===== config.mk =====
export PLATFORM = sky130hd
export DESIGN_NAME = lcfm_top
export DESIGN_NICKNAME = d
export VERILOG_FILES = /design/src/inc/lcfm_pkg.sv /design/src/design/lcfm_qual.sv /design/src/design/lcfm_top.sv
export SDC_FILE = /design/constraint.sdc
export NUM_CORES = 1
export LEC_CHECK = 0
export BUFFER_PORTS_ARGS = -buffer_cell sky130_fd_sc_hd__buf_2
export CORE_MARGIN = 2
export CORE_UTILIZATION = 55
export CTS_CLUSTER_DIAMETER = 200
export DETAILED_ROUTE_END_ITERATION = 8
export GPL_TIMING_DRIVEN = 0
export PLACE_DENSITY = 0.79
export SETUP_SLACK_MARGIN = 0.05
export SLEW_MARGIN = 20
export SYNTH_ARGS = -nofsm -noshare
export SYNTH_HDL_FRONTEND = slang
export SYNTH_SLANG_ARGS = --single-unit

===== constraint.sdc =====
create_clock -name clk -period 12.4 [get_ports clk]
set_input_delay 1.86 -clock clk [delete_from_list [all_inputs] [get_ports clk]]
set_output_delay 1.86 -clock clk [all_outputs]
set_load 0.005 [all_outputs]

===== src/inc/lcfm_pkg.sv =====
// Constants, register map and timing for the LED channel fault monitor.
package lcfm_pkg;

  // ==========================================================================
  // Widths
  localparam int NCH    = 3;
  localparam int ADDR_W = 8;
  localparam int DATA_W = 8;
  localparam int TEMP_W = 8;
  localparam int QCNT_W = 20;
  localparam int SCL_W  = 10;

  // ==========================================================================
  // Register offsets
  localparam logic [ADDR_W-1:0] REG_CFG  = 8'h01;
  localparam logic [ADDR_W-1:0] REG_STAT = 8'h07;
  localparam logic [ADDR_W-1:0] REG_DLY  = 8'h08;
  localparam logic [ADDR_W-1:0] REG_REN  = 8'h0a;

  // ==========================================================================
  // Reset values
  localparam logic [DATA_W-1:0] CFG_RST = 8'h01;
  localparam logic [DATA_W-1:0] DLY_RST = 8'h00;
  localparam logic [DATA_W-1:0] REN_RST = 8'h7f;

  // ==========================================================================
  // Field positions
  localparam int CFG_TEN_BIT  = 0;
  localparam int DLY_DEL_LSB  = 0;
  localparam int DLY_DEL_W    = 3;
  localparam int DLY_LVL_LSB  = 4;
  localparam int DLY_LVL_W    = 2;
  localparam int OPEN_LSB     = 0;
  localparam int SHORT_LSB    = 3;
  localparam int TSD_BIT      = 6;

  // ==========================================================================
  // Timing
  localparam int CLK_HZ          = 20_000_000;
  localparam int SHORT_QUAL_US   = 5000;
  localparam int SHORT_QUAL_CYC  = (CLK_HZ / 1_000_000) * SHORT_QUAL_US;
  localparam int OPEN_UNIT_US    = 1000;
  localparam int OPEN_UNIT_CYC   = (CLK_HZ / 1_000_000) * OPEN_UNIT_US;

  // ==========================================================================
  // Thermal figures, temperatures in degrees C, scale in 0.1 percent steps
  localparam logic [15:0] T_ROLL      = 16'h0091;
  localparam logic [15:0] T_SHDN      = 16'h00af;
  localparam logic [15:0] T_RECOV     = 16'h0091;
  localparam logic [15:0] ROLL_SLOPE  = 16'h0026;
  localparam logic [15:0] SCALE_FULL  = 16'h03e8;
  localparam logic [15:0] SCALE_FLOOR = 16'h0032;

endpackage


===== src/design/lcfm_qual.sv =====
// Continuous-condition qualifier: flag rises after the condition holds a full limit.
module lcfm_qual
  import lcfm_pkg::*;
(
  input  wire logic              clk,
  input  wire logic              rst_n,
  input  wire logic              enable,
  input  wire logic              cond,
  input  wire logic [QCNT_W-1:0] limit,
  output logic                   flag
);

  // ==========================================================================
  // Counter
  logic [QCNT_W-1:0] cnt_r;
  logic [QCNT_W-1:0] cnt_nxt;
  logic              flag_nxt;
  wire               live    = enable && cond;
  wire               reached = (cnt_r >= (limit - QCNT_W'(1)));

  // Any gap in the condition restarts the count, so glitches never qualify.
  assign cnt_nxt  = !live ? '0 : (reached ? cnt_r : cnt_r + QCNT_W'(1));
  assign flag_nxt = live && (flag || reached);

  always_ff @(posedge clk or negedge rst_n) begin
    if (!rst_n) begin
      cnt_r <= '0;
      flag  <= 1'b0;
    end else begin
      cnt_r <= cnt_nxt;
      flag  <= flag_nxt;
    end
  end

endmodule


===== src/design/lcfm_top.sv =====
// Fault supervision for three LED current channels: open, short, rolloff, shutdown.
//
// Contract
// - Open detection waits for selected supply level.
// - Open fault needs continuous low headroom delay.
// - Open fault: keep sourcing, set flag, pull low.
// - Open removed: flag clears, output released automatically.
// - Short fault needs output low for qualify time.
// - Short: reduce current, set flag, pull low.
// - Short removed: restore current, clear flag, release.
// - Fault output is open drain, low when reporting.
// - Open and short detection individually disableable.
// - Open fault reporting postponed by delay field.
// - Above rolloff temperature current falls, then off.
// - Rolloff disableable by configuration bit.
// - Overtemperature: channels off, flag set, pull low.
// - Restart blocked until cooled below recovery.
// - Restart clears shutdown flag, releases output.
// - Shutdown reporting suppressible by enable bit.
module lcfm_top
  import lcfm_pkg::*;
#(
  parameter int SHORT_QUAL_CYC_P = SHORT_QUAL_CYC,
  parameter int OPEN_UNIT_CYC_P  = OPEN_UNIT_CYC
)
(
  input  wire logic              clk,
  input  wire logic              rst_n,
  input  wire logic [ADDR_W-1:0] reg_addr,
  input  wire logic [DATA_W-1:0] reg_wdata,
  input  wire logic              reg_wr,
  input  wire logic              reg_rd,
  output logic      [DATA_W-1:0] reg_rdata,
  input  wire logic [NCH-1:0]    chan_req,
  input  wire logic [NCH-1:0]    open_cmp,
  input  wire logic [NCH-1:0]    short_cmp,
  input  wire logic [3:0]        supply_above,
  input  wire logic [TEMP_W-1:0] temp_c,
  output logic      [NCH-1:0]    chan_on,
  output logic      [NCH-1:0]    chan_reduced,
  output logic      [SCL_W-1:0]  current_scale,
  output logic                   fault_indicator_n_out,
  output logic                   fault_indicator_n_oe
);

  // ==========================================================================
  // Register file
  logic [DATA_W-1:0] cfg_r;
  logic [DATA_W-1:0] dly_r;
  logic [DATA_W-1:0] ren_r;
  wire               wr_cfg = reg_wr && (reg_addr == REG_CFG);
  wire               wr_dly = reg_wr && (reg_addr == REG_DLY);
  wire               wr_ren = reg_wr && (reg_addr == REG_REN);

  always_ff @(posedge clk or negedge rst_n) begin
    if (!rst_n) begin
      cfg_r <= CFG_RST;
      dly_r <= DLY_RST;
      ren_r <= REN_RST;
    end else begin
      if (wr_cfg) begin
        cfg_r <= reg_wdata;
      end
      if (wr_dly) begin
        dly_r <= reg_wdata;
      end
      if (wr_ren) begin
        ren_r <= reg_wdata;
      end
    end
  end

  wire                 thermal_rolloff_enable         = cfg_r[CFG_TEN_BIT];
  wire [DLY_DEL_W-1:0] delay_field                    = dly_r[DLY_DEL_LSB +: DLY_DEL_W];
  wire [DLY_LVL_W-1:0] open_detect_supply_level       = dly_r[DLY_LVL_LSB +: DLY_LVL_W];
  wire [NCH-1:0]       open_en                        = ren_r[OPEN_LSB +: NCH];
  wire [NCH-1:0]       short_en                       = ren_r[SHORT_LSB +: NCH];
  wire                 thermal_shutdown_report_enable = ren_r[TSD_BIT];

  // ==========================================================================
  // Open and short qualification
  // Open detection is held off during supply sag so a brownout is not reported as a string fault.
  wire              supply_ok = supply_above[open_detect_supply_level];
  wire [QCNT_W-1:0] open_limit;
  wire [QCNT_W-1:0] short_limit = QCNT_W'(SHORT_QUAL_CYC_P);
  wire [NCH-1:0]    open_flag;
  wire [NCH-1:0]    short_flag;

  assign open_limit = QCNT_W'(({17'h00000, delay_field} + 20'h00001)
                      * QCNT_W'(OPEN_UNIT_CYC_P));

  genvar gi;
  generate
    for (gi = 0; gi < NCH; gi++) begin : g_ch
      lcfm_qual u_open (
        .clk    (clk),
        .rst_n  (rst_n),
        .enable (supply_ok && open_en[gi] && chan_on[gi]),
        .cond   (open_cmp[gi]),
        .limit  (open_limit),
        .flag   (open_flag[gi])
      );
      lcfm_qual u_short (
        .clk    (clk),
        .rst_n  (rst_n),
        .enable (short_en[gi] && chan_on[gi]),
        .cond   (short_cmp[gi]),
        .limit  (short_limit),
        .flag   (short_flag[gi])
      );
    end
  endgenerate

  // ==========================================================================
  // Thermal rolloff
  wire [15:0] temp_w     = {8'h00, temp_c};
  wire        roll_hot   = thermal_rolloff_enable && (temp_w > T_ROLL);
  wire [15:0] roll_delta = temp_w - T_ROLL;
  wire [15:0] roll_drop  = roll_delta * ROLL_SLOPE;
  wire        roll_cut   = roll_hot && (roll_drop > (SCALE_FULL - SCALE_FLOOR));
  wire [15:0] scale_w    = !roll_hot ? SCALE_FULL :
                           (roll_cut ? 16'h0000 : SCALE_FULL - roll_drop);

  // ==========================================================================
  // Thermal shutdown and restart lockout
  logic           tsd_r;
  logic [NCH-1:0] req_prev_r;
  wire            over_temp = temp_w > T_SHDN;
  wire            cooled    = temp_w < T_RECOV;
  wire [NCH-1:0]  req_rise  = chan_req & ~req_prev_r;
  // Only a fresh turn-on request after cooling restarts; a held level cannot.
  wire            restart   = tsd_r && cooled && (req_rise != '0);
  // Setting wins over the restart clear when both land together.
  wire            tsd_nxt   = over_temp || (tsd_r && !restart);
  wire            off_all   = tsd_nxt || roll_cut;
  wire [NCH-1:0]  on_nxt    = chan_req & ~{NCH{off_all}};

  // ==========================================================================
  // Fault output
  wire tsd_rep  = tsd_r && thermal_shutdown_report_enable;
  wire fault_w  = (open_flag != '0) || (short_flag != '0) || tsd_rep;
  wire [DATA_W-1:0] stat_w = {1'b0, tsd_r, short_flag, open_flag};
  wire [DATA_W-1:0] rd_w   = (reg_addr == REG_CFG)  ? cfg_r  :
                             (reg_addr == REG_STAT) ? stat_w :
                             (reg_addr == REG_DLY)  ? dly_r  :
                             (reg_addr == REG_REN)  ? ren_r  : '0;

  always_ff @(posedge clk or negedge rst_n) begin
    if (!rst_n) begin
      tsd_r                 <= 1'b0;
      req_prev_r            <= '0;
      chan_on               <= '0;
      chan_reduced          <= '0;
      current_scale         <= SCL_W'(SCALE_FULL);
      fault_indicator_n_out <= 1'b0;
      fault_indicator_n_oe  <= 1'b0;
      reg_rdata             <= '0;
    end else begin
      tsd_r                 <= tsd_nxt;
      req_prev_r            <= chan_req;
      chan_on               <= on_nxt;
      chan_reduced          <= short_flag;
      current_scale         <= SCL_W'(scale_w);
      fault_indicator_n_out <= 1'b0;
      fault_indicator_n_oe  <= fault_w;
      if (reg_rd) begin
        reg_rdata <= rd_w;
      end
    end
  end
endmodule


# Yosys cells after proc, flatten, opt, wreduce, memory -nomap -nowiden
# Cells that the tools add are included.
# totals
elab_cells	123
output_inout_bits	26
in_bits	41
register_bits	179
# classes
order_cmp	11
n_addsub	10
bitwise_logic	4
n_mul	2
n_reduce_logical	44
n_eq_ne	10
n_mux	20
# ops
cell	count
$mux W20	12
$add A20 B1 Y20 const B	6
$ge A20 B17 Y1 const B	3
$ge A20 B20 Y1	3
$mux W8	4
$logic_and A1 B1 Y1	30
$mux W10	2
$sub A19 B1 Y20 const B	1
$eq A8 B4 Y1 const B	2
$gt A16 B10 Y1 const B	1
$gt A8 B8 Y1 const B	2
$mul A16 B5 Y15 const B	1
$mul A4 B10 Y14 const B	1
$ne A2 B2 Y1 const B	6
$logic_or A1 B1 Y1	10
$sub A10 B10 Y10 const A	1
$reduce_bool A3 Y1	3
$sub A8 B8 Y9 const B	1
$eq A8 B1 Y1 const B	1
$eq A8 B3 Y1 const B	1
$lt A8 B8 Y1 const B	1
$and A3 B3 Y3	2
$not A3 Y3	2
$add A3 B1 Y4 const B	1
other kinds (4)	4

# Depth between registers and ports, before layout
# logic_depth
word_depth	10
depth_mapped	22
mapped_depth_nobuf	21

# Modules after synthesis
# From an unflattened synthesis, not the netlist that was laid out.
# unflattened
cells_unflattened	1699
hier_area_um2	15108.2
# by_module_without_submodules
mod	n_inst	area_per_inst_um2	cells_each	seq_area_each_um2
lcfm_qual (g_ch[0].u_short ...)	3	1885.6	223	525.5
lcfm_top	1	3848.7	376	1318.8
lcfm_qual (g_ch[1].u_short)	1	1883.1	223	525.5
lcfm_qual (g_ch[1].u_open)	1	1866.8	216	525.5
lcfm_qual (g_ch[0].u_open)	1	1853.0	215	525.5

# Worst setup path before layout
# OpenSTA, ideal clock, no wires.
# synth_path
path_type	input to register
start	in temp_c[0]
end	reg current_scale[1]
path_slack_ps	6438
setup_time_ps	80
path_stages	19
t_required_ps	12320
path_buffers	2
arrival_time_ps	5881
path_cell_list	clkbuf_1 > inv_1 > ha_1 > or3b_1 > a21oi_1 > xnor2_1 > inv_1 > ha_1 > inv_1 > fa_1 > inv_1 > ha_1 > o2111a_2 > or4_1 > o211a_1 > a211oi_2 > nand4_2 > buf_6 > nor3b_2
# synth_via
elab_chain_cells	6
word_cells_on_any_way	9
cone_classes	add/sub (2); mul (1); order compare (2); mux (2); reduce/logical (2)
# synth_rtl
element	line_no	text
start, declared	lcfm_top.sv:38	input wire logic [TEMP_W-1:0] temp_c,
$sub A8 B8 Y9	lcfm_top.sv:118	wire [15:0] roll_delta = temp_w - T_ROLL;
$mul A16 B5 Y15	lcfm_top.sv:119	wire [15:0] roll_drop = roll_delta * ROLL_SLOPE;
$gt A16 B10 Y1	lcfm_top.sv:120	wire roll_cut = roll_hot && (roll_drop > (SCALE_FULL - SCALE_FLOOR));
$logic_and A1 B1 Y1	lcfm_top.sv:120	
$mux W10	lcfm_top.sv:122	(roll_cut ? 16'h0000 : SCALE_FULL - roll_drop);
$mux W10 (*)	lcfm_top.sv:121	wire [15:0] scale_w = !roll_hot ? SCALE_FULL :
net scale_w[1]	lcfm_top.sv:121	
end signal, assigned	lcfm_top.sv:154	current_scale <= SCL_W'(SCALE_FULL);
end signal, assigned	lcfm_top.sv:163	current_scale <= SCL_W'(scale_w);
end, declared	lcfm_top.sv:41	output logic [SCL_W-1:0] current_scale,
# Mark *: on every way through the listed nets, which the timed path passes. The rest lies on a longest branch.
# A chain may end at the register's enable or synchronous reset.

# Worst setup path after layout
# layout_path
start	in temp_c[0]
end	reg current_scale[2]
# Same word-level chain as after synthesis.

==> qor.yml <==
cells_and_area:
  stdcell_count: 1529
  layout-drive-gt1-share_pct: 13.8
  layout_commonest_cell: "dfrtp_1"
  final_cell_mix: "164 x dfrtp_1, 118 x nor2_1, 91 x ha_1, 77 x xnor2_1, 74 x a21oi_1"
  syn_to_final_growth_pct: 11.4
  finalNetCount: 1383
flow_run:
  drv_cap: 0
synth:
  ys_warn_count: 0
  yosys.area.top_type: "dfrtp_1"
  yosysSeqAreaShare_pct: 39.8
  ys_types: 85
  avgSynthCellArea_um2: 9.68
  synth_edf_count: 0
  ys_async_sr_fraction_pct: 100
  yosys-top-cells-area: "dfrtp_1 37%, ha_1 10%, xnor2_1 6.0%"
  postSynthCellCount: 1160
  synthesis.area_um2: 11200
  yosys_most_used_dff: "dfrtp_1"
  netlist.area_leader.share_pct: 36.6
  synth_seq_cells: 178
placed_design:
  portBuffers: 61
  gp_congestion: 0.895
  hpwl_um: 19100
  dp_cells: 1494
  place_ws_ns: 5.67
worst_setup_path:
  critPathMostFrequentCell: "inv_1"
  crit_path_end_kind: "flip-flop"
  cp.arrival_ns: 6.64
  crit_path_start_kind: "input pin"
  crit_chain: "buf_2, clkbuf_1, inv_1, ha_1, or3b_1, a21oi_1, xnor2_1, inv_1, ha_1, inv_1, fa_1, inv_1, ha_1, o2111a_2, or4_1, o211a_1, a211oi_2, nand4_2, buf_6, nor3b_2"
  crit_slowest_cell: "fa_1"
  path_buf_inv: 7
  cp.depth: 20
  critPathMaxStageDelay_ns: 0.53
  worstSetupPathType: "in2reg"
  cp_max_fo: 10
  r2r_cells: 21
  required_ns: 12.74
  crit_family: "adder cells"
sta:
  setup-tns-final_ns: 0
  slew_violations: 0
  worst_slew_pin_slew_ns: 0.839
  fin_ws_ns: 6.10
  max-slew-margin-rel_pct: 43.7
  setup_viol: 0
  final.period_utilization_pct: 50.8
  fin_skew_ns: 0.0110
  min_period_ns: 6.30
  max_freq_mhz: 159
  hold_violations: 0
  rsz0062_at_grt: "no"
power:
  vdd_drop_max_mv: 0.0817
  power.share.sequential_pct: 42.9
  swShare_pct: 30.3
  p_int_mw: 0.972
  comb_power_share_pct: 20.9
  leakagePower_nw: 5.49
  p_per_area_nw_per_um2: 112
  p_sw_mw: 0.423
  p_clk_share_pct: 36.2
cts:
  cts_max_level: 4
  clkTransAtPathRegs_ns: 0.07
  cts-root-buf: "clkbuf_16"
  cts-hold-fix-buffers: 0
  clk_latency_ns: 0.44
  cts_tree: "done"
  cts_buffer_depth: 2
  numCtsBuffers: 17
  clock-sinks: 178
  cts_resized: 0
  cts_setup_buffers: 0
drt:
  wl_met3_um: 1330
  wl_met1_um: 11300
  dr.first_iter.drc_count: 528
  vias: 9053
  drt-total-wl_um: 25600
  dr_wl_met2_um: 12300
  drcViolationCount: 0
  highest_layer: "met5"
  wire_per_inst_um: 16.7
  drtAntennaViolNets: 0
  first_pass_iters: 8
  viasPerCell: 5.92
floorplanning:
  io_pins: 67
  die_height_um: 147
  start_util_pct: 55.8
  core_area_um2: 20100
  row_count: 52
  dieArea_um2: 21600
  die_w_um: 147
global_routing:
  grt_pass1_vias: 8966
  grt_max_degree: 64
  grt_usage_pct: 24.5
  grt_first_pass_wirelength_um: 43000
  antenna_found_initial: 5
  grt_overflow: 0
outcome:
  outcome: "completed"
worst_hold_path:
  whs_path_depth: 0
  hp-class: "reg2reg"
power groups by stage:
| stage | registers, mW | clock network, mW | logic [mW] |
|---|---|---|---|
| after global routing | 0.599 | 0.540 | 0.322 |
| after global placement | 0.609 | 0 | 0.274 |
| after CTS | 0.598 | 0.514 | 0.290 |
| final | 0.599 | 0.504 | 0.292 |
| after detailed placement | 0.609 | 0 | 0.287 |
| after floorplan | 0.606 | 0 | 0.209 |
state kept, by name, indices dropped and copies added (netlist names):
| register | cells |
|---|---|
| cfg_r | 8 |
| chan_on | 3 |
| chan_reduced | 3 |
| current_scale | 9 |
| dly_r | 8 |
| fault_indicator_n_oe | 1 |
| g_ch.u_open.cnt_r | 60 |
| g_ch.u_open.flag | 3 |
| g_ch.u_short.cnt_r | 60 |
| g_ch.u_short.flag | 3 |
| reg_rdata | 8 |
| ren_r | 8 |
| req_prev_r | 3 |
| tsd_r | 1 |
per-layer routing:
metal / vias to the layer above / global-route usage (%)
li1: 4379 / -
met1: 4402 / 32.4
met2: 219 / 40.1
met3: 51 / 4.47
met4: 2 / 9.61
met5: - / 0
cell type report:
class                      instances  area, um^2
clock buffer                      17         425
tap                              270         338
inverter                          65         244
multi-input combinational        882        6360
sequential                       178        4470
buffer                            36         160
timing repair buffer              63         370
fill                            1618        7600
clock inverter                    15         125
antenna                            3        7.51
stage by stage:
step	util, %	hold WS, ns	area (um^2)	power (mW)
after floorplan	-	0.396	11200	0.815
after global placement	59.0	0.462	11900	0.883
after detailed placement	59.4	0.463	11900	0.897
after CTS	62.1	0.482	12500	1.40
after global routing	62.2	0.490	12500	1.46
final	62.2	0.475	12500	1.40
final timing paths:
kind / slack, ns / from / to
worst max register to register: 6.39 / dly_r[0]$_DFFE_PN0P_ / g_ch[0].u_open.cnt_r[4]$_DFFE_PN0P_
worst max-delay path: 6.10 / temp_c[0] / current_scale[2]$_DFF_PN0_
max in group asynchronous: 10.36 / rst_n / ren_r[3]$_DFFE_PN1P_
min in group asynchronous: 1.34 / rst_n / g_ch[2].u_open.cnt_r[15]$_DFFE_PN0P_
worst min-delay path: 0.48 / g_ch[1].u_short.flag$_DFF_PN0_ / chan_reduced[1]$_DFF_PN0_
worst min register to register: 0.48 / g_ch[1].u_short.flag$_DFF_PN0_ / chan_reduced[1]$_DFF_PN0_
kinds of logic after synthesis:
logic type,synth area share (%)
mux,3.42
xor+xnor,7.32
simple gates,20.5
flops,39.8
other cells,0.0334
fa+ha+maj,11.6
buf+inv,3.60
compound gates,13.7
synth_stat cells (all sizes together), types with 8 or more instances:
| cell | number |
|---|---|
| a211oi | 13 |
| a21o | 16 |
| a21oi | 76 |
| a31oi | 9 |
| and2 | 13 |
| and3 | 14 |
| and4 | 18 |
| buf | 9 |
| clkbuf | 27 |
| dfrtp | 164 |
| dfstp | 14 |
| fa | 8 |
| ha | 91 |
| inv | 65 |
| mux2 | 25 |
| mux2i | 8 |
| nand2 | 67 |
| nand2b | 9 |
| nand3 | 38 |
| nand4 | 26 |
| nor2 | 118 |
| nor2b | 8 |
| nor3 | 25 |
| nor3b | 14 |
| nor4 | 21 |
| nor4b | 10 |
| o21a | 8 |
| o21ai | 38 |
| o31ai | 12 |
| or3 | 17 |
| or4 | 12 |
| xnor2 | 78 |
| xor2 | 15 |
Note: power is estimated with default switching activity, not from simulation.
